===== config.mk =====
export PLATFORM = sky130hd
export DESIGN_NAME = vector_context_sysctl_regs
export DESIGN_NICKNAME = d
export VERILOG_FILES = /design/src/core/exc_vector_former.v /design/src/core/vector_context_sysctl_regs.v
export VERILOG_INCLUDE_DIRS = /design/src /design/src/core
export SDC_FILE = /design/constraint.sdc
export NUM_CORES = 1
export LEC_CHECK = 0
export ABC_CLOCK_PERIOD_IN_PS = 4800
export BUFFER_PORTS_ARGS = -buffer_cell sky130_fd_sc_hd__buf_2
export CORE_UTILIZATION = 50
export CTS_CLUSTER_SIZE = 28
export DETAILED_ROUTE_END_ITERATION = 16
export GPL_ROUTABILITY_DRIVEN = 0
export PLACE_DENSITY_LB_ADDON = 0.25
export RECOVER_POWER = 25
export SYNTH_ARGS = -nofsm -noshare
export SYNTH_HDL_FRONTEND = slang
export SYNTH_SLANG_ARGS = --single-unit

===== constraint.sdc =====
create_clock -name clk_i -period 4.8 [get_ports clk_i]
set_input_delay 0 -clock clk_i [delete_from_list [all_inputs] [get_ports clk_i]]
set_output_delay 0 -clock clk_i [all_outputs]
set_load 0.1 [all_outputs]

===== src/core/vecctx_defs.vh =====
// constants for the vector and context system-control register bank
`ifndef VECCTX_DEFS_VH
`define VECCTX_DEFS_VH
// register select codes out of the move decoder
`define SEL_NONE 4'h0
`define SEL_VBASE 4'h1
`define SEL_MON_BASE 4'h2
`define SEL_VIRT_IRQ 4'h3
`define SEL_FAST_PID 4'h4
`define SEL_CONTEXT 4'h5
`define SEL_THREAD_URW 4'h6
`define SEL_THREAD_URO 4'h7
`define SEL_THREAD_PRW 4'h8
`define SEL_CFG_BASE 4'h9
`define SEL_TLB_RD_IDX 4'hA
`define SEL_TLB_WR_IDX 4'hB
`define SEL_TLB_VTAG 4'hC
`define SEL_TLB_PA 4'hD
`define SEL_TLB_ATTR 4'hE
// coprocessor register numbers
`define CRN_VECTOR 4'hC
`define CRN_CONTEXT 4'hD
`define CRN_IMPL 4'hF
`define OPC1_LOCKDOWN 3'h5
// base field and masks
`define BASE_MASK 32'hFFFFFFE0
`define VIRT_ABORT_BIT 8
`define VIRT_IRQ_BIT 7
`define VIRT_FIQ_BIT 6
`define VIRT_MASK 32'h000001C0
`define TLB_VTAG_MASK 32'hFFFFF7FF
`define TLB_ATTR_MASK 32'h00000FFF
`define SPACE_GLOBAL_CODE 10'h200
// reset values and fixed addresses
`define VBASE_SECURE_RESET 32'h00000000
`define CFG_BASE_VALUE 32'h00000000
`define HIGH_VECTOR_BASE 32'hFFFF0000
`define RESET_VECTOR_ADDR 32'h00000000
// lockdown store depth
`define TLB_IDX_W 3
`define TLB_ENTRIES 8
// exception kinds
`define EXC_RESET 3'h0
`define EXC_UNDEF 3'h1
`define EXC_SVC 3'h2
`define EXC_PABORT 3'h3
`define EXC_DABORT 3'h4
`define EXC_IRQ 3'h5
`define EXC_FIQ 3'h6
`define EXC_MON_CALL 3'h7
`endif


===== src/core/exc_vector_former.v =====
// exception branch target formation from the three vector bases
`timescale 1ns/100ps
`include "vecctx_defs.vh"
module exc_vector_former
(
	// clock and reset
	input wire clk_i,
	input wire rst_n_i,
	// exception request
	input wire exc_valid_i,
	input wire [2:0] exc_kind_i,
	input wire exc_external_i,
	input wire secure_i,
	input wire high_vectors_i,
	input wire route_irq_mon_i,
	input wire route_fiq_mon_i,
	input wire route_abort_mon_i,
	// bases from the register bank
	input wire [31:0] vbase_secure_i,
	input wire [31:0] vbase_nonsecure_i,
	input wire [31:0] mon_base_i,
	// result
	output reg target_valid_o,
	output reg target_monitor_o,
	output reg [31:0] target_addr_o
);
	// fixed offset of each exception inside a vector table
	function [31:0] vec_offset;
		input [2:0] kind;
		begin
			case (kind)
				`EXC_RESET: vec_offset = 32'h00000000;
				`EXC_UNDEF: vec_offset = 32'h00000004;
				`EXC_SVC: vec_offset = 32'h00000008;
				`EXC_MON_CALL: vec_offset = 32'h00000008;
				`EXC_PABORT: vec_offset = 32'h0000000C;
				`EXC_DABORT: vec_offset = 32'h00000010;
				`EXC_IRQ: vec_offset = 32'h00000018;
				`EXC_FIQ: vec_offset = 32'h0000001C;
				default: vec_offset = 32'h00000000;
			endcase
		end
	endfunction

	wire is_abort;
	wire to_monitor;
	reg [31:0] next_target;

	// only these causes may take the monitor table
	assign is_abort = (exc_kind_i == `EXC_PABORT) ||
		(exc_kind_i == `EXC_DABORT);
	assign to_monitor = (exc_kind_i == `EXC_MON_CALL) ||
		((exc_kind_i == `EXC_IRQ) && route_irq_mon_i) ||
		((exc_kind_i == `EXC_FIQ) && route_fiq_mon_i) ||
		(is_abort && exc_external_i && route_abort_mon_i);

	// choose base; high vectors override world bases, not monitor
	always @*
	begin
		next_target = `RESET_VECTOR_ADDR;
		if (to_monitor)
			next_target = (mon_base_i & `BASE_MASK) +
				vec_offset(exc_kind_i);
		else if (high_vectors_i)
			next_target = `HIGH_VECTOR_BASE +
				vec_offset(exc_kind_i);
		else if (exc_kind_i == `EXC_RESET)
			next_target = `RESET_VECTOR_ADDR;
		else if (secure_i)
			next_target = (vbase_secure_i & `BASE_MASK) +
				vec_offset(exc_kind_i);
		else
			next_target = (vbase_nonsecure_i & `BASE_MASK) +
				vec_offset(exc_kind_i);
	end

	// one cycle from request to a registered target
	always @(posedge clk_i)
	begin
		if (!rst_n_i)
		begin
			target_valid_o <= 1'b0;
			target_monitor_o <= 1'b0;
			target_addr_o <= 32'h00000000;
		end
		else
		begin
			target_valid_o <= exc_valid_i;
			if (exc_valid_i)
			begin
				target_monitor_o <= to_monitor;
				target_addr_o <= next_target;
			end
		end
	end
endmodule


===== src/core/vector_context_sysctl_regs.v =====
// vector, context, thread id and tlb lockdown system-control registers
`timescale 1ns/100ps
`include "vecctx_defs.vh"
module vector_context_sysctl_regs
(
	// clock and reset
	input wire clk_i,
	input wire rst_n_i,
	// coprocessor move from the pipeline
	input wire cp_valid_i,
	input wire cp_write_i,
	input wire [2:0] cp_opc1_i,
	input wire [3:0] cp_crn_i,
	input wire [3:0] cp_crm_i,
	input wire [2:0] cp_opc2_i,
	input wire [31:0] cp_wdata_i,
	// processor state
	input wire privileged_i,
	input wire secure_i,
	input wire secure_write_lock_input_i,
	input wire high_vectors_i,
	// exception request
	input wire exc_valid_i,
	input wire [2:0] exc_kind_i,
	input wire exc_external_i,
	input wire route_irq_mon_i,
	input wire route_fiq_mon_i,
	input wire route_abort_mon_i,
	// move answer
	output reg cp_done_o,
	output reg cp_undef_o,
	output reg [31:0] cp_rdata_o,
	// exception target
	output wire target_valid_o,
	output wire target_monitor_o,
	output wire [31:0] target_addr_o,
	// virtual events and context
	output reg pending_guest_abort_o,
	output reg pending_guest_irq_o,
	output reg pending_guest_fiq_o,
	output reg [7:0] address_space_tag_o,
	output reg [31:0] context_identifier_o
);
	// picks the register that a move names
	function [3:0] decode_sel;
		input [2:0] opc1;
		input [3:0] crn;
		input [3:0] crm;
		input [2:0] opc2;
		reg [13:0] key;
		begin
			key = {opc1, crn, crm, opc2};
			case (key)
				{3'h0, `CRN_VECTOR, 4'h0, 3'h0}: decode_sel = `SEL_VBASE;
				{3'h0, `CRN_VECTOR, 4'h0, 3'h1}: decode_sel = `SEL_MON_BASE;
				{3'h0, `CRN_VECTOR, 4'h1, 3'h1}: decode_sel = `SEL_VIRT_IRQ;
				{3'h0, `CRN_CONTEXT, 4'h0, 3'h0}: decode_sel = `SEL_FAST_PID;
				{3'h0, `CRN_CONTEXT, 4'h0, 3'h1}: decode_sel = `SEL_CONTEXT;
				{3'h0, `CRN_CONTEXT, 4'h0, 3'h2}:
					decode_sel = `SEL_THREAD_URW;
				{3'h0, `CRN_CONTEXT, 4'h0, 3'h3}:
					decode_sel = `SEL_THREAD_URO;
				{3'h0, `CRN_CONTEXT, 4'h0, 3'h4}:
					decode_sel = `SEL_THREAD_PRW;
				{3'h0, `CRN_IMPL, 4'h4, 3'h0}: decode_sel = `SEL_CFG_BASE;
				{`OPC1_LOCKDOWN, `CRN_IMPL, 4'h4, 3'h2}:
					decode_sel = `SEL_TLB_RD_IDX;
				{`OPC1_LOCKDOWN, `CRN_IMPL, 4'h4, 3'h4}:
					decode_sel = `SEL_TLB_WR_IDX;
				{`OPC1_LOCKDOWN, `CRN_IMPL, 4'h5, 3'h2}:
					decode_sel = `SEL_TLB_VTAG;
				{`OPC1_LOCKDOWN, `CRN_IMPL, 4'h6, 3'h2}:
					decode_sel = `SEL_TLB_PA;
				{`OPC1_LOCKDOWN, `CRN_IMPL, 4'h7, 3'h2}:
					decode_sel = `SEL_TLB_ATTR;
				default: decode_sel = `SEL_NONE;
			endcase
		end
	endfunction

	// architectural state
	reg [31:0] vbase_secure;
	reg [31:0] vbase_nonsecure;
	reg [31:0] monitor_vector_base;
	reg [31:0] virtual_interrupt_pending;
	reg [31:0] user_rw_thread_slot;
	reg [31:0] user_ro_thread_slot;
	reg [31:0] privileged_thread_slot;
	reg [`TLB_IDX_W-1:0] tlb_read_index;
	reg [`TLB_IDX_W-1:0] tlb_write_index;
	reg [31:0] lockdown_virtual_tag;
	reg [31:0] lockdown_entry_attributes;
	// lockdown store, one word of each kind per entry
	reg [31:0] tlb_vtag_mem [0:`TLB_ENTRIES-1];
	reg [31:0] tlb_pa_mem [0:`TLB_ENTRIES-1];
	reg [31:0] tlb_attr_mem [0:`TLB_ENTRIES-1];

	wire [3:0] sel;
	wire sec_priv;
	reg allowed;
	reg [31:0] next_rdata;
	wire do_write;
	wire [2:0] virt_bits;

	assign sel = decode_sel(cp_opc1_i, cp_crn_i, cp_crm_i, cp_opc2_i);
	assign sec_priv = secure_i && privileged_i;

	// permission per register and direction
	always @*
	begin
		allowed = 1'b0;
		case (sel)
			`SEL_VBASE: allowed = privileged_i &&
				!(cp_write_i && secure_i && secure_write_lock_input_i);
			`SEL_MON_BASE: allowed = sec_priv &&
				!(cp_write_i && secure_write_lock_input_i);
			`SEL_VIRT_IRQ: allowed = sec_priv;
			`SEL_FAST_PID: allowed = privileged_i;
			`SEL_CONTEXT: allowed = privileged_i;
			`SEL_THREAD_URW: allowed = 1'b1;
			`SEL_THREAD_URO: allowed = privileged_i || !cp_write_i;
			`SEL_THREAD_PRW: allowed = privileged_i;
			`SEL_CFG_BASE: allowed = privileged_i || !cp_write_i;
			`SEL_TLB_RD_IDX: allowed = privileged_i && cp_write_i;
			`SEL_TLB_WR_IDX: allowed = privileged_i && cp_write_i;
			`SEL_TLB_VTAG: allowed = privileged_i;
			`SEL_TLB_PA: allowed = privileged_i;
			`SEL_TLB_ATTR: allowed = privileged_i;
			default: allowed = 1'b0;
		endcase
	end

	assign do_write = cp_valid_i && cp_write_i && allowed;

	// read data mux; lockdown reads come from the read-selected entry
	always @*
	begin
		next_rdata = 32'h00000000;
		case (sel)
			`SEL_VBASE: next_rdata = secure_i ? vbase_secure :
				vbase_nonsecure;
			`SEL_MON_BASE: next_rdata = monitor_vector_base;
			`SEL_VIRT_IRQ: next_rdata = virtual_interrupt_pending;
			`SEL_FAST_PID: next_rdata = 32'h00000000;
			`SEL_CONTEXT: next_rdata = context_identifier_o;
			`SEL_THREAD_URW: next_rdata = user_rw_thread_slot;
			`SEL_THREAD_URO: next_rdata = user_ro_thread_slot;
			`SEL_THREAD_PRW: next_rdata = privileged_thread_slot;
			`SEL_CFG_BASE: next_rdata = `CFG_BASE_VALUE;
			`SEL_TLB_VTAG: next_rdata = tlb_vtag_mem[tlb_read_index];
			`SEL_TLB_PA: next_rdata = tlb_pa_mem[tlb_read_index];
			`SEL_TLB_ATTR: next_rdata = tlb_attr_mem[tlb_read_index];
			default: next_rdata = 32'h00000000;
		endcase
	end

	// move answer, one cycle after the request
	always @(posedge clk_i)
	begin
		if (!rst_n_i)
		begin
			cp_done_o <= 1'b0;
			cp_undef_o <= 1'b0;
			cp_rdata_o <= 32'h00000000;
		end
		else
		begin
			cp_done_o <= cp_valid_i;
			cp_undef_o <= cp_valid_i && !allowed;
			if (cp_valid_i && !cp_write_i && allowed)
				cp_rdata_o <= next_rdata;
		end
	end

	// register writes; fast pid and config base swallow writes
	always @(posedge clk_i)
	begin
		if (!rst_n_i)
		begin
			vbase_secure <= `VBASE_SECURE_RESET;
			vbase_nonsecure <= 32'h00000000;
			monitor_vector_base <= 32'h00000000;
			virtual_interrupt_pending <= 32'h00000000;
			context_identifier_o <= 32'h00000000;
			user_rw_thread_slot <= 32'h00000000;
			user_ro_thread_slot <= 32'h00000000;
			privileged_thread_slot <= 32'h00000000;
			tlb_read_index <= {`TLB_IDX_W{1'b0}};
			tlb_write_index <= {`TLB_IDX_W{1'b0}};
			lockdown_virtual_tag <= 32'h00000000;
			lockdown_entry_attributes <= 32'h00000000;
		end
		else if (do_write)
		begin
			case (sel)
				`SEL_VBASE:
					if (secure_i)
						vbase_secure <= cp_wdata_i & `BASE_MASK;
					else
						vbase_nonsecure <= cp_wdata_i & `BASE_MASK;
				`SEL_MON_BASE:
					monitor_vector_base <= cp_wdata_i &
						`BASE_MASK;
				`SEL_VIRT_IRQ:
					virtual_interrupt_pending <= cp_wdata_i &
						`VIRT_MASK;
				`SEL_CONTEXT: context_identifier_o <= cp_wdata_i;
				`SEL_THREAD_URW: user_rw_thread_slot <= cp_wdata_i;
				`SEL_THREAD_URO: user_ro_thread_slot <= cp_wdata_i;
				`SEL_THREAD_PRW: privileged_thread_slot <= cp_wdata_i;
				`SEL_TLB_RD_IDX:
					tlb_read_index <= cp_wdata_i[`TLB_IDX_W-1:0];
				`SEL_TLB_WR_IDX:
					tlb_write_index <= cp_wdata_i[`TLB_IDX_W-1:0];
				`SEL_TLB_VTAG:
					lockdown_virtual_tag <= cp_wdata_i &
						`TLB_VTAG_MASK;
				`SEL_TLB_ATTR:
					lockdown_entry_attributes <= cp_wdata_i &
						`TLB_ATTR_MASK;
				default:
					context_identifier_o <= context_identifier_o;
			endcase
		end
	end

	// pa write commits staged tag and attributes as one whole page
	always @(posedge clk_i)
	begin
		if (do_write && sel == `SEL_TLB_PA)
		begin
			tlb_vtag_mem[tlb_write_index] <= lockdown_virtual_tag;
			tlb_pa_mem[tlb_write_index] <= cp_wdata_i;
			tlb_attr_mem[tlb_write_index] <= lockdown_entry_attributes;
		end
	end

	// tag output follows the low byte of the context id
	always @(posedge clk_i)
	begin
		if (!rst_n_i)
			address_space_tag_o <= 8'h00;
		else
			address_space_tag_o <= context_identifier_o[7:0];
	end

	// virtual events reach the core only in the non-secure world
	genvar g;
	generate
		for (g = 0; g < 3; g = g + 1)
		begin : g_virt
			assign virt_bits[g] = virtual_interrupt_pending[
				`VIRT_FIQ_BIT + g] && !secure_i;
		end
	endgenerate

	// registered so the core sees a clean level
	always @(posedge clk_i)
	begin
		if (!rst_n_i)
		begin
			pending_guest_fiq_o <= 1'b0;
			pending_guest_irq_o <= 1'b0;
			pending_guest_abort_o <= 1'b0;
		end
		else
		begin
			pending_guest_fiq_o <= virt_bits[0];
			pending_guest_irq_o <= virt_bits[1];
			pending_guest_abort_o <= virt_bits[2];
		end
	end

	// branch target formation
	exc_vector_former u_vec
	(
		.clk_i(clk_i),
		.rst_n_i(rst_n_i),
		.exc_valid_i(exc_valid_i),
		.exc_kind_i(exc_kind_i),
		.exc_external_i(exc_external_i),
		.secure_i(secure_i),
		.high_vectors_i(high_vectors_i),
		.route_irq_mon_i(route_irq_mon_i),
		.route_fiq_mon_i(route_fiq_mon_i),
		.route_abort_mon_i(route_abort_mon_i),
		.vbase_secure_i(vbase_secure),
		.vbase_nonsecure_i(vbase_nonsecure),
		.mon_base_i(monitor_vector_base),
		.target_valid_o(target_valid_o),
		.target_monitor_o(target_monitor_o),
		.target_addr_o(target_addr_o)
	);
endmodule


==> metrics.md, run 1 <==
| Metric | Value |
|---|---|
| Max-cap violations | `0` |
| Net count, final | `2,770` |
| Termination of the worst setup path | `cp_rdata_o[5]$_SDFFE_PN0P_` |
| Top fanout value on the critical path | `51` |
| Cell with the most instances after synthesis | `sky130_fd_sc_hd__edfxtp_1` |
| Mean area per synthesized cell | `14.5 um2` |
| CTS tree | `built` |
| Post-route antenna net violation count | `0` |
| Worst min path class | `input pin to flip-flop` |
| Share of final-layout standard cells stronger than drive strength 1 | `19.8%` |
| R2r endpoint | `cp_rdata_o[5]$_SDFFE_PN0P_` |
| Hold depth | `4` |
| Root buffer cell | `sky130_fd_sc_hd__clkbuf_16` |
| Final Slew Violations | `0` |
| Number of setup buffers added after CTS | `0` |
| Top cell type's share of synthesized area | `49.0%` |
| Worst slack after detailed placement | `0.761 ns` |
| Reg2Reg Setup Slack | `1.40 ns` |
| Crit Path Class | `flip-flop to flip-flop` |
| Number of standard-cell rows in the floorplan | `99` |
| Routed via count | `23,800` |
| Critical-path cell with the highest stage delay | `sky130_fd_sc_hd__dfxtp_4` |
| Detailed-routing iteration count for the pre-antenna-repair pass | `8` |
| Area Growth Syn to Fin | `14.5%` |
| # fillers | `5,657` |
| Core region area | `0.0728 mm2` |
| Top cell type by total area after synthesis | `sky130_fd_sc_hd__edfxtp_1` |
| Wire length of the first global-routing pass | `147 mm` |
| Buffers plus inverters on the worst setup path | `0` |
| Clock buffers created by TritonCTS | `93` |
| Power density over cell area | `383 mW/mm2` |
| Gate family responsible for the most delay along the worst path | `compound AO/OA/AOI/OAI gates` |
| Crit share post-route | `70.8%` |
| Number of logic stages on the critical path including buffering | `6` |
| Leakage power of the design | `0.0142 uW` |
| Max stage delay on crit path | `0.92 ns` |
| Clock period minus final worst setup slack | `3.40 ns` |
| Endpoint type of the worst setup path | `flip-flop` |
| Routed Wire Length | `101 mm` |
| Critical Path AT | `3.90 ns` |
| Final worst setup slack | `1.40 ns` |
| Synthesis warning total | `0` |
| CTS max path bufs | `3` |
| Horizontal extent of the die | `273 um` |
| Distinct cell type count after synthesis | `68` |
| Number of instances in the synthesized netlist | `2,542` |
| Antenna violations before repair | `2` |
| GRT Residual Overflow | `0` |
| Synth top cells by count | `sky130_fd_sc_hd__edfxtp_1, sky130_fd_sc_hd__dfxtp_1, sky130_fd_sc_hd__o21ai_0` |
| Async set-reset flop share out of synthesis | `0%` |
| Most used DFF post-synth | `sky130_fd_sc_hd__edfxtp_1` |
| Placed cell areas | `0.0387 mm2` |
| Clock sink count | `941` |
| DR iter-0 viols | `3,439` |
| Setup repair after global routing missed its margin | `false` |
| Final std cell area, no fill | `0.0421 mm2` |
| Largest clock skew in the final design | `0.0257 ns` |
| Transition time at the pin with the least slew margin | `1.12 ns` |
| Status | `finished clean` |
| Total negative slack | `0 ns` |
| Post-synthesis sequential element count | `941` |
| Initial Util | `50.5%` |
| Maximum clock frequency | `294 MHz` |
| Number of design rule violations left after detail routing | `0` |
| Overall global routing resource usage | `26.8%` |
| Setup violators final | `0` |
| Final core utilization | `57.8%` |
| Cell types with the largest area share after synthesis | `sky130_fd_sc_hd__edfxtp_1, sky130_fd_sc_hd__dfxtp_1, sky130_fd_sc_hd__mux4_2, sky130_fd_sc_hd__o21ai_0, sky130_fd_sc_hd__nand3_1` |
| Number of flops mapped to enable cells by yosys | `600` |
| Area of the die | `0.0746 mm2` |
| Hpwl dp | `60.6 mm` |
| H-tree level count | `3` |
| Via count of the first global-routing pass | `22,600` |
| IO buf count | `170` |
| Peak ir drop on the vdd network | `0.000263 V` |
| Via density per instance | `6.34` |
| Hold Vio Cnt, Final | `0` |
| Number of resized instances in the post-cts repair step | `0` |
| Portion of the post-synthesis area used by sequential elements | `67.6%` |
| Worst r2r path cells | `6` |
| Clock-pin slew on the worst setup and hold paths | `0.06 ns` |
| Crit path launch type | `flip-flop` |
| Area of the mapped netlist | `0.0368 mm2` |
| Drt wl/cell | `27.0 um` |
| I/O pin total | `173` |
| Largest net degree at the start of global routing | `99` |
| Cells along the critical path | `mux4_2 > mux2_2 > a222oi_1 > o31ai_1 > o21ai_0 > mux2i_1` |
| Power consumption | `16,100 uW` |
| Die span in y | `273 um` |
| Worst Path Required | `5.30 ns` |
| Worst relative slew slack | `25.1%` |
| Insertion delay to the later sink of the worst-skew pair | `0.65 ns` |
[how the worst min path moves through the flow]
| stage | start | to | slack, ns |
|---|---|---|---|
| 4_1_cts | exc_valid_i | u_vec.target_addr_o[27]$_SDFFE_PN0P_ | 0.01 |
| 5_1_grt | exc_valid_i | u_vec.target_addr_o[19]$_SDFFE_PN0P_ | 0.09 |
| 2_1_floorplan | cp_wdata_i[0] | tlb_pa_mem[0][0]$_DFFE_PP_ | 0.1 |
| 6_report | exc_valid_i | u_vec.target_addr_o[27]$_SDFFE_PN0P_ | 0.04 |
| 3_5_place_dp | cp_wdata_i[3] | tlb_pa_mem[1][3]$_DFFE_PP_ | 0.31 |
| 3_3_place_gp | cp_wdata_i[9] | tlb_pa_mem[1][9]$_DFFE_PP_ | 0.30 |
[where the power goes]
group	internal, uW	switching [uW]
clock	4080	3040
sequential	8550	5.48
combinational	98.6	348
[per-stage QoR]
stage | instances | hold slack [ns]
after floorplan | 2543 | 0.0989
after global placement | 3528 | 0.297
after detailed placement | 3528 | 0.311
after CTS | 3747 | 0.0129
after global routing | 3747 | 0.0920
final | 3749 | 0.0434
[registers in the layout, summed over array words and instances (netlist names), 32 cells and up, named ones only]
register,cells
user_ro_thread_slot,32
tlb_attr_mem,96
tlb_vtag_mem,248
privileged_thread_slot,32
context_identifier_o,32
user_rw_thread_slot,32
cp_rdata_o,32
tlb_pa_mem,256
[kinds of logic after synthesis]
group           share of synthesized area (%)
compound gates                           8.53
xor+xnor                               0.0477
buf+inv                                  2.32
flops                                    67.6
mux                                      13.1
other cells                            0.0102
simple gates                             8.38
[routing by layer]
layer	track usage (%)	wire length [um]	share of wire (%)	vias to the layer above
met5	0	0	0	-
met4	7.10	1850	1.8	0
li1	-	-	-	10200
met1	40.1	43500	43	12100
met2	39.7	44800	44	1323
met3	5.79	11100	11	139
[worst reg2reg max path: cells and delay by family, from the launching register on]
family,cells,cell delay (ns)
flip-flops,1,0.92
multiplexers,3,0.87
AO/OA/AOI/OAI,3,1.48
[repair_timing]
| action | 4_1_cts | 5_1_grt |
|---|---|---|
| endpoints found under the setup margin | 0 | 0 |
| endpoints found under the hold margin | 439 | 0 |
| hold buffers | 44 | 0 |
[cell type report]
type / count / area, um2 / share of cell area (%)
Tap cell: 959 / 1200 / 2.85
Timing Repair Buffer: 268 / 1820 / 4.32
Clock inverter: 42 / 334 / 0.794
Clock buffer: 133 / 2660 / 6.32
Sequential cell: 941 / 24900 / 59.1
Inverter: 13 / 48.8 / 0.116
Antenna cell: 2 / 5.00 / 0.0119
Multi-Input combinational cell: 1391 / 11200 / 26.5
[cell usage in the layout (no fill, tap or decap), drive strengths merged, types with 5 or more instances in the layout]
cell           n
and4b          7
o211ai        38
a21boi        49
and4           6
nor2b         16
nor4b          6
mux2          37
o31ai          9
nand2b        24
and2          15
nand2        215
nor4          13
clkinvlp       5
inv           18
o22ai         13
dlygate4sd3   44
or4            7
mux2i        103
clkbuf       165
and3           5
clkinv        28
o21ai        285
edfxtp       600
nor2          23
nor3           8
nand4b         5
nand3        228
dfxtp        341
buf          192
nand4          6
o221ai         9
a21oi         17
mux4         150
nor3b          5
a222oi        49
a221o          8
Note: power is estimated with default switching activity, not from simulation.
==> run 2: changes to the inputs <==
--- a/config.mk
+++ b/config.mk
@@ -6,7 +6,8 @@
 export SDC_FILE = /design/constraint.sdc
 export NUM_CORES = 1
 export LEC_CHECK = 0
-export ABC_CLOCK_PERIOD_IN_PS = 4800
+export ABC_AREA = 1
+export ABC_CLOCK_PERIOD_IN_PS = 3340
 export BUFFER_PORTS_ARGS = -buffer_cell sky130_fd_sc_hd__buf_2
 export CORE_UTILIZATION = 50
 export CTS_CLUSTER_SIZE = 28
==> constraint.sdc (replaced) <==
create_clock -name clk_i -period 3.34 [get_ports clk_i]
set_input_delay 0 -clock clk_i [delete_from_list [all_inputs] [get_ports clk_i]]
set_output_delay 0 -clock clk_i [all_outputs]
set_load 0.1 [all_outputs]
==> metrics.md, run 2 <==
| Metric | Value |
|---|---|
| CTS tree | `built` |
| Crit share post-route | `83.5%` |
| Final Slew Violations | `80 (+80)` |
| Peak ir drop on the vdd network | `0.000423 V (+61%)` |
| Top cell type by total area after synthesis | `sky130_fd_sc_hd__edfxtp_1` |
| Cell count after placement | `4,641 (+32%)` |
| Area of the die | `0.0761 mm2 (+2.0%)` |
| CTS max path bufs | `3 (unchanged)` |
| Area of the mapped netlist | `0.0375 mm2 (+2.0%)` |
| Mean area per synthesized cell | `10.2 um2 (-30%)` |
| Largest regs | `tlb_pa_mem: 256 flops, tlb_vtag_mem: 248 flops, tlb_attr_mem: 96 flops` |
| Via density per instance | `5.91 (-6.8%)` |
| Violated checks | `capacitance limit, slew limit` |
| Crit path launch type | `input pin` |
| Number of instances in the synthesized netlist | `3,684 (+45%)` |
| Antenna violations before repair | `3 (+1)` |
| Detailed-routing iteration count for the pre-antenna-repair pass | `6 (-2)` |
| Maximum clock frequency | `359 MHz` |
| DR iter-0 viols | `3,365 (-2.2%)` |
| Clock period minus final worst setup slack | `2.79 ns` |
| # fillers | `6,217 (+9.9%)` |
| Initial Util | `50.4% (about the same)` |
| Setup violators final | `0 (unchanged)` |
| Max reg flops | `256 (unchanged)` |
| Most common library cell in the layout ignoring fill and taps | `sky130_fd_sc_hd__nand2_1` |
| Share of final-layout standard cells stronger than drive strength 1 | `11.0% (-8.8 points)` |
| Portion of the post-synthesis area used by sequential elements | `66.3% (-1.3 points)` |
| Root buffer cell | `sky130_fd_sc_hd__clkbuf_16` |
| Worst relative slew slack | `-8.98% (-34 points)` |
| Routed via count | `28,700 (+21%)` |
| Hpwl dp | `66.0 mm (+9.0%)` |
| Cell types with the largest area share after synthesis | `sky130_fd_sc_hd__edfxtp_1, sky130_fd_sc_hd__dfxtp_1, sky130_fd_sc_hd__nand2_1, sky130_fd_sc_hd__a21oi_1, sky130_fd_sc_hd__o21ai_0` |
| IO buf count | `170 (unchanged)` |
| Number of design rule violations left after detail routing | `0 (unchanged)` |
| Worst r2r path cells | `11 (+5)` |
| GRT Residual Overflow | `0 (unchanged)` |
| Transition time at the pin with the least slew margin | `1.63 ns (+0.511 ns)` |
| Setup repair after global routing missed its margin | `false` |
| Power density over cell area | `547 mW/mm2 (+43%)` |
| Hold Vio Cnt, Final | `0 (unchanged)` |
| Crit Path Class | `input pin to flip-flop` |
| Net count, final | `3,877 (+40%)` |
| Number of flops mapped to enable cells by yosys | `600 (unchanged)` |
| Hold depth | `8 (+4)` |
| Async set-reset flop share out of synthesis | `0% (unchanged)` |
| Worst min path class | `input pin to flip-flop` |
| Post-route antenna net violation count | `0 (unchanged)` |
| Distinct cell type count after synthesis | `40 (-41%)` |
| Insertion delay to the later sink of the worst-skew pair | `0.67 ns (+0.02 ns)` |
| Cell with the most instances after synthesis | `sky130_fd_sc_hd__nand2_1` |
| Critical Path AT | `3.14 ns (-0.76 ns)` |
| Clock-pin slew on the worst setup and hold paths | `0.06 ns (about the same)` |
| Most used DFF post-synth | `sky130_fd_sc_hd__edfxtp_1` |
| Synth top cells by count | `sky130_fd_sc_hd__nand2_1, sky130_fd_sc_hd__edfxtp_1, sky130_fd_sc_hd__a21oi_1` |
| Post-synthesis sequential element count | `941 (unchanged)` |
| Largest net degree at the start of global routing | `136 (+37%)` |
| Max-cap violations | `4 (+4)` |
| Number of resized instances in the post-cts repair step | `0 (unchanged)` |
| Most used cells in the layout excluding fill and tap cells | `sky130_fd_sc_hd__nand2_1, sky130_fd_sc_hd__edfxtp_1, sky130_fd_sc_hd__a21oi_1` |
| Cell Count, Final, Fillers Out | `4,865 (+30%)` |
| Die span in y | `276 um (+0.99%)` |
| Power consumption | `23,600 uW (+47%)` |
| Largest clock skew in the final design | `0.0281 ns (+0.00231 ns)` |
| Clock buffers created by TritonCTS | `92 (-1.1%)` |
| Area Growth Syn to Fin | `15.2%` |
| Worst Path Required | `3.69 ns (-1.61 ns)` |
| Core region area | `0.0743 mm2 (+2.0%)` |
| Wire length of the first global-routing pass | `165 mm (+12%)` |
| Clock sink count | `941 (unchanged)` |
| Drt wl/cell | `22.5 um (-17%)` |
| Number of standard-cell rows in the floorplan | `100 (+1.0%)` |
| I/O pin total | `173 (unchanged)` |
| Most flop-heavy register | `tlb_pa_mem` |
| Synthesis warning total | `0 (unchanged)` |
| Via count of the first global-routing pass | `26,600 (+18%)` |
| Horizontal extent of the die | `276 um (+0.99%)` |
| Overall global routing resource usage | `28.6% (+1.8 points)` |
| Routed Wire Length | `110 mm (+8.2%)` |
| Status | `finished, violations left` |
| Top cell type's share of synthesized area | `48.1% (-0.96 points)` |
| H-tree level count | `3 (unchanged)` |
| Top fanout value on the critical path | `9 (-82%)` |
| Endpoint type of the worst setup path | `flip-flop` |
| Leakage power of the design | `0.0138 uW (-2.2%)` |
==> run 2: changes by cell type in the layout (fill, tap and decap cells not counted), moves of 37 or more <==
cell                       before   now
sky130_fd_sc_hd__a21boi_0      49     0
sky130_fd_sc_hd__inv_1         13    81
sky130_fd_sc_hd__o21ai_0      260   219
sky130_fd_sc_hd__nand2_1      212  1063
sky130_fd_sc_hd__nor2_1        23   239
sky130_fd_sc_hd__a21oi_1       17   407
sky130_fd_sc_hd__o221ai_1       9    87
sky130_fd_sc_hd__mux2_2        37     0
sky130_fd_sc_hd__mux4_2       150     0
sky130_fd_sc_hd__mux2i_1      103    11
sky130_fd_sc_hd__nand3_1      228   153
sky130_fd_sc_hd__a222oi_1      49     0
==> run 2: logic make-up (layout without fill, tap and decap cells) <==
logic type | count (synthesis) | count (layout) | synth area share (%)
compound gates | 849 | 849 | 13.5
buf+inv | 371 | 579 | 3.97
flops | 941 | 941 | 66.3
mux | 11 | 11 | 0.294
other cells | 1 | 5 | 0.0100
simple gates | 1511 | 1511 | 15.9
==> run 2: routing by layer <==
metal | share of wire (%) | vias up | wire (um) | track usage (%)
met5 | 0 | - | 0 | 0
met4 | 2.3 | 0 | 2490 | 8.01
met3 | 10 | 172 | 11400 | 5.84
met2 | 45 | 1484 | 49800 | 43.5
met1 | 42 | 14000 | 45900 | 41.6
li1 | - | 13100 | - | -
==> run 2: power by group <==
group	total, uW	leakage (uW)	internal, uW	switching [uW]
combinational	616	0.00492	118	498
clock	10700	0.00151	6200	4520
sequential	12300	0.00742	12300	9.85
total	23600	0.0138	18600	5030
==> run 2: final timing paths <==
kind	from	endpoint	slack (ns)
setup / recovery	cp_crm_i[2]	tlb_vtag_mem[3][29]$_DFFE_PP_	0.55
hold / removal	cp_crm_i[1]	tlb_read_index[0]$_SDFFE_PN0P_	0.05
setup reg to reg	flip-flop	cp_rdata_o[10]$_SDFFE_PN0P_	0.62
hold reg to reg	virtual_interrupt_pending[8]$_SDFFE_PN0P_	pending_guest_abort_o$_SDFF_PN0_	0.45
==> run 2: final cells by class <==
class / instances / area, um2 / area share, %
inverter: 98 / 395 / 0.916
tap: 969 / 1210 / 2.81
clock inverter: 56 / 659 / 1.53
sequential: 941 / 24900 / 57.6
timing repair buffer: 309 / 2250 / 5.21
antenna: 3 / 7.51 / 0.0174
multi-input combinational: 2373 / 11300 / 26.2
clock buffer: 116 / 2460 / 5.71
==> run 2: what timing repair did <==
item	4_1_cts	5_1_grt
hold buffers	49	0
setup buffers	0	0
hold endpoints to repair	551	0
==> run 2: per-stage QoR <==
stage               area (um2)  hold slack [ns]  util (%)  worst slack (ns)  TNS (ns)
floorplan                37700           0.0989         -            -0.749   -437.88
CTS                      43200          0.00541      58.1             0.601         0
global placement         39600            0.335      53.3             0.517         0
detailed placement       39600            0.344      53.3             0.482         0
global route             43200           0.0987      58.1             0.271         0
finish                   43200           0.0486      58.1             0.553         0
==> run 2: critical path: stages <==
cell                            delay [ns]
sky130_fd_sc_hd__dlygate4sd3_1        0.58
sky130_fd_sc_hd__buf_2                0.17
sky130_fd_sc_hd__nor2_2               0.06
sky130_fd_sc_hd__nand2_2              0.12
sky130_fd_sc_hd__nor2_1               0.06
sky130_fd_sc_hd__nand2_1              0.20
sky130_fd_sc_hd__nand2_1              0.08
sky130_fd_sc_hd__nor2_1               0.14
sky130_fd_sc_hd__nand2_1              0.09
sky130_fd_sc_hd__nor2_1               0.16
sky130_fd_sc_hd__nand3b_1             0.10
sky130_fd_sc_hd__nand3_1              0.09
sky130_fd_sc_hd__nand2_1              0.05
sky130_fd_sc_hd__nand2_1              0.07
sky130_fd_sc_hd__nand4_1              0.10
sky130_fd_sc_hd__buf_4                0.23
sky130_fd_sc_hd__nor3_4               0.54
sky130_fd_sc_hd__buf_4                0.30
